### config.mk
export PLATFORM = sky130hd
export DESIGN_NAME = pmseq_top
export DESIGN_NICKNAME = d
export VERILOG_FILES = /design/src/verilog/pmseq_pkg.sv /design/src/verilog/pmseq_ram_if.sv /design/src/verilog/pmseq_ram_power.sv /design/src/verilog/pmseq_top.sv
export SDC_FILE = /design/constraint.sdc
export NUM_CORES = 1
export LEC_CHECK = 0
export ABC_AREA = 1
export BUFFER_PORTS_ARGS = -buffer_cell sky130_fd_sc_hd__buf_2
export CAP_MARGIN = 5
export CORE_ASPECT_RATIO = 1.2
export CORE_MARGIN = 10
export CORE_UTILIZATION = 40
export DETAILED_ROUTE_END_ITERATION = 7
export PLACE_DENSITY_LB_ADDON = 0.15
export SLEW_MARGIN = 10
export SYNTH_ARGS = -nofsm -noshare
export SYNTH_HDL_FRONTEND = slang
export SYNTH_SLANG_ARGS = --single-unit
### constraint.sdc
create_clock -name sys_clk -period 3.15 [get_ports sys_clk]
set_clock_uncertainty 0.05 [all_clocks]
set_input_delay 0.63 -clock sys_clk [delete_from_list [all_inputs] [get_ports sys_clk]]
set_output_delay 0.63 -clock sys_clk [all_outputs]
set_load 0.03 [all_outputs]
### src/verilog/pmseq_pkg.sv
// package: states, widths and reset values of the power mode sequencer
package pmseq_pkg;
  localparam int unsigned RAM_SECTIONS = 6;
  localparam int unsigned WAKE_RST_CYCLES = 4;
  localparam logic [3:0] WAKE_RST_CYCLES_4 = 4'h4;
  localparam logic [1:0] RAM_POWER_RESET = 2'h3;
  localparam logic SUBMODE_LOW_POWER = 1'h0;
  localparam logic SUBMODE_CONST_LAT = 1'h1;

  typedef enum logic [1:0] {
    PMSEQ_RUN = 2'b00,
    PMSEQ_OFF = 2'b01,
    PMSEQ_EMU_OFF = 2'b10,
    PMSEQ_WAKE_RST = 2'b11
  } pmseq_state_t;
endpackage

### src/verilog/pmseq_ram_if.sv
// interface: per-section ram power settings and section supply controls
`timescale 1ns/1ps
`default_nettype none
interface pmseq_ram_if #(parameter int unsigned N = 6);
  logic [N-1:0] power_set;
  logic [N-1:0] retention_set;
  logic [N-1:0] off_state;
  logic [N-1:0] ram_powered;
  logic [N-1:0] ram_retained;
  modport ctrl (output power_set, output retention_set, output off_state,
                input ram_powered, input ram_retained);
  modport ramp (input power_set, input retention_set, input off_state,
                output ram_powered, output ram_retained);
endinterface
`default_nettype wire

### src/verilog/pmseq_ram_power.sv
// ram section power decode
`timescale 1ns/1ps
`default_nettype none
module pmseq_ram_power #(
  parameter int unsigned N = 6
) (
  // clock and reset
  input wire logic sys_clk,
  input wire logic rst,
  // settings and results
  pmseq_ram_if.ramp ram
);
  // --------------------------------
  // accessible and retained per section
  // --------------------------------
  always_ff @(posedge sys_clk or posedge rst) begin
    if (rst) begin
      ram.ram_powered <= '1;
      ram.ram_retained <= '1;
    end else begin
      for (int i = 0; i < N; i++) begin
        ram.ram_powered[i] <= !ram.off_state[i] && ram.power_set[i];
        ram.ram_retained[i] <= ram.retention_set[i] |
                               (!ram.off_state[i] && ram.power_set[i]);
      end
    end
  end
endmodule
`default_nettype wire

### src/verilog/pmseq_top.sv
// power mode sequencer: regulator choice, deep-off entry, wake reset
`timescale 1ns/1ps
`default_nettype none
module pmseq_top #(
  parameter int unsigned N = pmseq_pkg::RAM_SECTIONS
) (
  // clock and resets
  input wire logic sys_clk,
  input wire logic rst,
  input wire logic por,
  // software controls
  input wire logic switching_regulator_enable,
  input wire logic deep_off_request,
  input wire logic const_latency_task,
  input wire logic low_power_task,
  input wire logic [N-1:0] ram_power_wr,
  input wire logic [N-1:0] ram_retention_wr,
  input wire logic ram_power_we,
  // wake and debug pins
  input wire logic pin_detect,
  input wire logic debug_mode,
  // regulator and domain controls
  output logic switching_active,
  output logic linear_active,
  output logic core_power_on,
  output logic task_abort,
  output logic system_reset_req,
  output logic debug_domain_on,
  output logic cpu_flash_on,
  output logic in_deep_off,
  output logic in_emulated_off,
  output logic sub_mode,
  // ram sections
  output logic [N-1:0] ram_power_setting,
  output logic [N-1:0] ram_retention_setting,
  output logic [N-1:0] ram_powered,
  output logic [N-1:0] ram_retained
);
  pmseq_pkg::pmseq_state_t state;
  pmseq_pkg::pmseq_state_t next_state;
  logic [1:0] detect_sync;
  logic [1:0] debug_sync;
  logic [3:0] wake_cnt;
  logic wake_done;

  pmseq_ram_if #(.N(N)) ram_if ();

  // --------------------------------
  // state decode
  // --------------------------------
  // real deep-off is the only state that removes core, debug and cpu supplies
  function automatic logic supplies_on(pmseq_pkg::pmseq_state_t s);
    return s != pmseq_pkg::PMSEQ_OFF;
  endfunction

  // entering or holding the wake reset
  function automatic logic wake_reset(pmseq_pkg::pmseq_state_t s);
    return s == pmseq_pkg::PMSEQ_WAKE_RST;
  endfunction

  // --------------------------------
  // pin synchronisers
  // --------------------------------
  always_ff @(posedge sys_clk or posedge rst) begin
    if (rst) begin
      detect_sync <= 2'h0;
      debug_sync <= 2'h0;
    end else begin
      detect_sync <= {detect_sync[0], pin_detect};
      debug_sync <= {debug_sync[0], debug_mode};
    end
  end

  // --------------------------------
  // power state machine
  // --------------------------------
  assign wake_done = (wake_cnt == pmseq_pkg::WAKE_RST_CYCLES_4 - 4'h1);

  always_comb begin
    next_state = state;
    unique case (state)
      pmseq_pkg::PMSEQ_RUN: begin
        if (deep_off_request) begin
          next_state = debug_sync[1] ? pmseq_pkg::PMSEQ_EMU_OFF
                                     : pmseq_pkg::PMSEQ_OFF;
        end
      end
      pmseq_pkg::PMSEQ_OFF,
      pmseq_pkg::PMSEQ_EMU_OFF: begin
        if (detect_sync[1]) begin
          next_state = pmseq_pkg::PMSEQ_WAKE_RST;
        end
      end
      pmseq_pkg::PMSEQ_WAKE_RST: begin
        if (wake_done) begin
          next_state = pmseq_pkg::PMSEQ_RUN;
        end
      end
    endcase
  end

  // rst wakes the device straight into run; por leaves the state alone
  always_ff @(posedge sys_clk or posedge rst) begin
    if (rst) begin
      state <= pmseq_pkg::PMSEQ_RUN;
    end else begin
      state <= next_state;
    end
  end

  // counts wake reset cycles; rests at zero outside the wake reset
  always_ff @(posedge sys_clk or posedge rst) begin
    if (rst) begin
      wake_cnt <= 4'h0;
    end else if (state == pmseq_pkg::PMSEQ_WAKE_RST) begin
      wake_cnt <= wake_cnt + 4'h1;
    end else begin
      wake_cnt <= 4'h0;
    end
  end

  // --------------------------------
  // regulator selection
  // --------------------------------
  // switching_active is forced low by reset and during the wake reset, else follows switching_regulator_enable
  always_ff @(posedge sys_clk or posedge rst) begin
    if (rst) begin
      switching_active <= 1'b0;
      linear_active <= 1'b1;
    end else if (wake_reset(next_state)) begin
      switching_active <= 1'b0;
      linear_active <= 1'b1;
    end else begin
      switching_active <= switching_regulator_enable;
      linear_active <= !switching_regulator_enable;
    end
  end

  // --------------------------------
  // domain controls
  // --------------------------------
  // outputs follow next_state so they move on the same edge as state
  always_ff @(posedge sys_clk or posedge rst) begin
    if (rst) begin
      core_power_on <= 1'b1;
      task_abort <= 1'b0;
      system_reset_req <= 1'b0;
      debug_domain_on <= 1'b1;
      cpu_flash_on <= 1'b1;
      in_deep_off <= 1'b0;
      in_emulated_off <= 1'b0;
    end else begin
      core_power_on <= supplies_on(next_state);
      task_abort <= (state == pmseq_pkg::PMSEQ_RUN) &&
                    (next_state != pmseq_pkg::PMSEQ_RUN);
      system_reset_req <= wake_reset(next_state);
      debug_domain_on <= supplies_on(next_state);
      cpu_flash_on <= supplies_on(next_state);
      in_deep_off <= (next_state == pmseq_pkg::PMSEQ_OFF);
      in_emulated_off <= (next_state == pmseq_pkg::PMSEQ_EMU_OFF);
    end
  end

  // --------------------------------
  // sub power mode
  // --------------------------------
  always_ff @(posedge sys_clk or posedge rst) begin
    if (rst) begin
      sub_mode <= pmseq_pkg::SUBMODE_LOW_POWER;
    end else if (wake_reset(next_state)) begin
      sub_mode <= pmseq_pkg::SUBMODE_LOW_POWER;
    end else if (low_power_task) begin
      sub_mode <= pmseq_pkg::SUBMODE_LOW_POWER;
    end else if (const_latency_task) begin
      sub_mode <= pmseq_pkg::SUBMODE_CONST_LAT;
    end
  end

  // --------------------------------
  // ram power settings
  // --------------------------------
  // only power-on reset restores defaults; rst and wake keep them
  always_ff @(posedge sys_clk) begin
    if (por) begin
      ram_power_setting <= {N{pmseq_pkg::RAM_POWER_RESET[0]}};
      ram_retention_setting <= {N{pmseq_pkg::RAM_POWER_RESET[1]}};
    end else if (ram_power_we && state == pmseq_pkg::PMSEQ_RUN) begin
      ram_power_setting <= ram_power_wr;
      ram_retention_setting <= ram_retention_wr;
    end
  end

  assign ram_if.power_set = ram_power_setting;
  assign ram_if.retention_set = ram_retention_setting;
  assign ram_if.off_state = {N{state == pmseq_pkg::PMSEQ_OFF}};
  assign ram_powered = ram_if.ram_powered;
  assign ram_retained = ram_if.ram_retained;

  pmseq_ram_power #(.N(N)) u_ram (
    .sys_clk(sys_clk),
    .rst(rst),
    .ram(ram_if.ramp)
  );
endmodule
`default_nettype wire

==> results of run 1 <==
-- worst reg2reg max path: stages (launching register included) --
cell	delay [ns]
dfrtp_1	0.40
inv_1	0.10
ha_1	0.28
inv_1	0.04
nor2_1	0.11
nor2_1	0.05
nand2_1	0.08
nand2_2	0.09
nor2_2	0.16
nor2_1	0.06
-- final cells by class --
type,count,area (µm²)
multi-input cells,82,443
clock buffers,8,111
repair buffers,55,275
flip-flops and latches,42,1010
fillers,367,1730
well taps,52,65.1
inverters,22,87.6
-- per-layer routing --
| layer | up-vias | share of wire |
|---|---|---|
| li1 | 575 | - |
| met1 | 493 | 0.36 |
| met2 | 37 | 0.52 |
| met3 | 5 | 0.10 |
| met4 | 0 | 0.016 |
| met5 | - | 0 |
-- power groups by stage --
stage               logic (mW)  registers (mW)  clock network [mW]
floorplan                0.426            1.07                   0
global placement         0.888           0.809                   0
detailed placement       0.900           0.814                   0
CTS                      0.906           0.804               0.411
global route             0.992           0.821               0.426
finish                   0.884           0.800               0.398
-- cells by family (layout without fill, tap and decap cells) --
group                      after synthesis  count (layout)  synth area share
and+or+nand+nor                         65              65             0.191
DFF                                     42              42             0.641
buffers and inverters                   26              85            0.0772
AOI/OAI and AO/OA                       13              13            0.0589
adders and majority gates                4               4            0.0318
-- cells in the mapped netlist --
cell / count
a21boi_0: 1
a21oi_1: 1
buf_4: 2
buf_8: 1
clkbuf_1: 1
dfrtp_1: 16
dfstp_2: 14
dfxtp_1: 12
ha_1: 4
inv_1: 18
inv_2: 3
inv_6: 1
nand2_1: 28
nand2_2: 2
nand2_4: 1
nand3_1: 7
nand3_2: 1
nor2_1: 17
nor2_2: 1
nor2_4: 1
nor3b_1: 1
o211ai_1: 6
o211ai_2: 1
o21ai_0: 3
o21bai_1: 1
or2_2: 6
-- cells in the final DEF, fill, tap and decap left out --
| master | instances |
|---|---|
| a21boi_0 | 1 |
| a21oi_1 | 1 |
| buf_2 | 55 |
| clkbuf_1 | 1 |
| clkbuf_16 | 1 |
| clkbuf_8 | 6 |
| dfrtp_1 | 16 |
| dfstp_2 | 14 |
| dfxtp_1 | 12 |
| ha_1 | 4 |
| inv_1 | 18 |
| inv_2 | 3 |
| inv_6 | 1 |
| nand2_1 | 28 |
| nand2_2 | 2 |
| nand2_4 | 1 |
| nand3_1 | 7 |
| nand3_2 | 1 |
| nor2_1 | 17 |
| nor2_2 | 1 |
| nor2_4 | 1 |
| nor3b_1 | 1 |
| o211ai_1 | 6 |
| o211ai_2 | 1 |
| o21ai_0 | 3 |
| o21bai_1 | 1 |
| or2_2 | 6 |
-- sequential cells by signal, indices dropped and copies added (netlist names), 2 cells and up --
signal                  count
ram_power_setting           6
ram_retention_setting       6
u_ram.ram.ram_powered       6
u_ram.ram.ram_retained      6
wake_cnt                    4
debug_sync                  2
detect_sync                 2
state                       2
-- per-stage QoR --
| step | total power, mW | setup WS, ns | instance area (µm²) |
|---|---|---|---|
| detailed placement | 1.71 | 1.46 | 1880 |
| global route | 2.24 | 1.42 | 1990 |
| global placement | 1.70 | 1.54 | 1880 |
| CTS | 2.12 | 1.44 | 1990 |
| finish | 2.08 | 1.46 | 1990 |
| floorplan | 1.50 | 1.67 | 1570 |
-- final timing paths --
kind	slack (ns)	to	startpoint
max	1.46	debug_domain_on	cpu_flash_on$_DFF_PP1_
min reg2reg	0.30	debug_sync[1]$_DFF_PP0_	debug_sync[0]$_DFF_PP0_
min	0.30	debug_sync[1]$_DFF_PP0_	debug_sync[0]$_DFF_PP0_
max reg2reg	1.63	switching_active$_DFF_PP0_	state[1]$_DFF_PP0_
min in group asynchronous	0.54	sub_mode$_DFFE_PP0P_	rst
max in group asynchronous	1.88	wake_cnt[1]$_DFF_PP0_	rst
==> results.ini, run 1 <==
[power_and_ir_drop]
leakagePower_nw = 1.00
seqPwrFrac = 0.384
peakVddDrop_v = 0.000433
p_comb_frac = 0.425
cellPowerDensity_nw_per_um2 = 1050
sw_frac_of_total = 0.418
p_int_mw = 1.21
pwr-share-clk = 0.191
p_switching_mw = 0.869

[layout]
fin_nets = 234
drive_gt1_frac = 0.445
diodes = 0
stdcell_count = 261
post-route-util = 0.535
syn2layout_area_growth_pct = 26.6

[die]
start_util = 0.422
fp.dieH_um = 88.7
io_pins = 56
die_w_um = 77.2
core_um2 = 3720
core.rowCount = 24
fp.dieArea_um2 = 6850

[yosys]
syn_inst = 150
seq_area_frac_synth = 0.641
synth_top_area_cell = dfrtp_1
synth.ff_latch_count = 42
synth_fp_nets = 176
synth_area_um2 = 1570
yosysWarnings = 0
synthTopCellsByArea = dfrtp_1 25%, dfstp_2 23%, dfxtp_1 15%
avgSynthCellArea_um2 = 10.5
synth_top_area_frac = 0.255
yosys.cell_types.count = 26

[grt]
grt_pass1_wl_mm = 5.31
busiest_layer = met2
gr-usage-met2 = 0.177
overflow = 0
grt_max_degree = 31
grt_usage = 0.0982
grt_util_met3 = 0.0588
antenna_found_initial = 0
met1_usage = 0.0853
grt_pass1_vias = 1217

[timing]
fin_crit_sh = 0.536
max_clock_freq_mhz = 592
report.final.slew_viol_count = 0
rsz0062_at_grt = no
finalSetupViolCount = 0
post-route-min-period_ns = 1.69
worst_slew_pin_slew_ns = 1.04
timing.slew.headroom = 0.303
holdWs_ns = 0.302
finalHoldViolCount = 0
setup-tns-final_ns = 0

[cts]
clk_pin_slew_ns = 0.07
clockBufferDepth = 2
worstSkewPairLatency_ns = 0.29
numCtsBuffers = 5
clock_sinks = 42
postCtsSetupBuffers = 0
cts.hold.buffers_added = 0
htree_levels = 2
tritoncts = yes
cts_resized = 0
ctsRootBufferMaster = clkbuf_8

[critical_path]
cpPeakStageDelay_ns = 0.53
cp-start-kind = register
crit_path_end_kind = primary output
worstPathArrival_ns = 1.01
cp.required_ns = 2.47
crit_family = flip-flops
crit_cells = 1
ff2ff_path_depth = 9
crit_type = reg2out
path_buf_inv = 1
worstPathCellList = buf_2
critPathMaxFanout = 3
worst_path_max_delay_cell = dfstp_2

[run_status]
status = complete, no violations

[hold_path]
hold_path.class = reg2reg
worstHoldPathCells = 0

[drt]
vias = 1110
ant_nets = 0
drt_wl_total_mm = 3.22
drt_first_pass_iters = 4
avgViaCountPerCell = 4.25
routedWlPerCell_um = 12.3
first_iter_violations = 47
drc = 0

[placed_design]
gp_congestion = 0.722
placement.io_buffers = 55
post-dp-hpwl_mm = 2.58
placed_cells = 253

[run]
maxCapViolCount = 0

Power figures use the tool's default switching activity.
==> run 2, diff against run 1 <==
clock period = 1.4 ns   (was 3.15 ns; I/O delays follow)
==> run 2 against run 1 <==
Net effect:
- die area did not move
- final area increased by 4.8%
- sequential cell count is the same
- critical path depth increased by 8
- clock-buffer cell count is 1 lower
- clock power rose by 110%
- critical endpoint is now switching_active$_DFF_PP0_
==> results.ini, run 2 (same netlist as run 1, synthesis figures left out) <==
[cts]
numCtsBuffers = 5
ctsRootBufferMaster = clkbuf_8
worstSkewPairLatency_ns = 0.28
htree_levels = 2
clock_sinks = 42
tritoncts = yes
clk_pin_slew_ns = 0.08
clockBufferDepth = 2

[die]
core_um2 = 3720
fp.dieH_um = 88.7
core.rowCount = 24
io_pins = 56
start_util = 0.422
fp.dieArea_um2 = 6850
die_w_um = 77.2

[critical_path]
cp-start-kind = register
worstPathArrival_ns = 1.52
regToRegSetupSlack_ns = 0.003
cpPeakStageDelay_ns = 0.40
crit_type = reg2reg
critPathMaxFanout = 5
cp.required_ns = 1.53
worst_path_max_delay_cell = dfrtp_1
crit_path_end_kind = register
worstPathCellList = inv_2, ha_4, inv_2, nor2_2, nor2_2, nand2_2, nand2_4, nor2_4, nor2_1

[timing]
fin_crit_sh = 0.998
finalHoldViolCount = 0
rsz0062_at_grt = yes
timing.slew.headroom = 0.760
holdWs_ns = 0.000816
finalSetupViolCount = 0
post-route-min-period_ns = 1.40
worst_slew_pin_slew_ns = 0.359
report.final.slew_viol_count = 0
fin_ws_ns = 0.00327
max_clock_freq_mhz = 716

[grt]
grt_pass1_vias = 1311
overflow = 0
antenna_found_initial = 0
grt_max_degree = 31
grt_usage = 0.109
grt_pass1_wl_mm = 5.91

[placed_design]
placement.io_buffers = 55
post-place-ws_ns = -0.0527
post-dp-hpwl_mm = 2.77
placed_cells = 257
gp_congestion = 0.792

[layout]
fin_nets = 240
syn2layout_area_growth_pct = 32.6
stdcell_count = 267
final_common_cell = buf_2
diodes = 0
post-route-util = 0.560
drive_gt1_frac = 0.512
mostFrequentLayoutCells = 55 x buf_2, 25 x nand2_1, 16 x dfrtp_1

[hold_path]
hold_path.class = in2async

[drt]
top_layer_used = met4
vias = 1168
first_iter_violations = 63
routedWlPerCell_um = 13.3
wl_met1_mm = 1.34
drt_wl_total_mm = 3.54
wl_met2_mm = 1.92
drc = 0
avgViaCountPerCell = 4.37
wl_met3_um = 244
ant_nets = 0
drt_first_pass_iters = 4

[power_and_ir_drop]
cellPowerDensity_nw_per_um2 = 2440
leakagePower_nw = 1.03
peakVddDrop_v = 0.00112

[run]
maxCapViolCount = 0

[run_status]
status = complete, no violations

[run 2: cell types whose count changed in the layout (fill, tap and decap cells not counted), sizes merged]
cell | before | now
inv | 22 | 23
clkbuf | 8 | 7
buf | 55 | 61
[run 2: timing repair]
item	in CTS	in global routing
buffers inserted	1	1
pin swaps	4	10
setup endpoints to repair	10	10
hold buffers	0	0
resized for setup	9	10
[run 2: critical path, delay by kind of cell (launching register included)]
| family | cells | cell delay (ns) |
|---|---|---|
| adders and majority gates | 1 | 0.26 |
| buffers and inverters | 2 | 0.09 |
| DFF | 1 | 0.40 |
| and+or+nand+nor | 6 | 0.48 |
[run 2: cell type report]
cell class	count	area, µm²
fillers	367	1640
flip-flops and latches	42	1010
multi-input cells	82	498
repair buffers	61	320
clock buffers	7	97.6
inverters	22	90.1
well taps	52	65.1
clock inverters	1	6.26
[run 2: final timing paths]
| check | from | endpoint | cells past startpoint |
|---|---|---|---|
| setup / recovery | state[0]$_DFF_PP0_ | switching_active$_DFF_PP0_ | 9 |
| hold / removal | rst | sub_mode$_DFFE_PP0P_ | 3 |
| setup reg to reg | state[0]$_DFF_PP0_ | switching_active$_DFF_PP0_ | 9 |
| hold reg to reg | detect_sync[0]$_DFF_PP0_ | detect_sync[1]$_DFF_PP0_ | 0 |
| max in group asynchronous | rst | cpu_flash_on$_DFF_PP1_ | 3 |
| min in group sys_clk | pin_detect | detect_sync[0]$_DFF_PP0_ | 1 |
[run 2: per-stage QoR]
stage	cell area (µm²)	power (mW)	setup TNS, ns
2_1_floorplan	1570	3.37	0
3_3_place_gp	1910	3.87	0
3_5_place_dp	1910	3.94	-0.122
4_1_cts	2050	4.96	-0.0530
5_1_grt	2090	5.46	-1.09
6_report	2090	5.08	0
[run 2: where the power goes]
part	internal [mW]	switching, mW
Clock	0.461	0.388
Sequential	1.65	0.138
Combinational	0.790	1.65
Total	2.90	2.18
[run 2: routing by layer]
layer	global-route usage	vias to the layer above
li1	-	585
met4	0.0548	0
met3	0.0406	5
met2	0.202	38
met5	0	-
met1	0.103	540
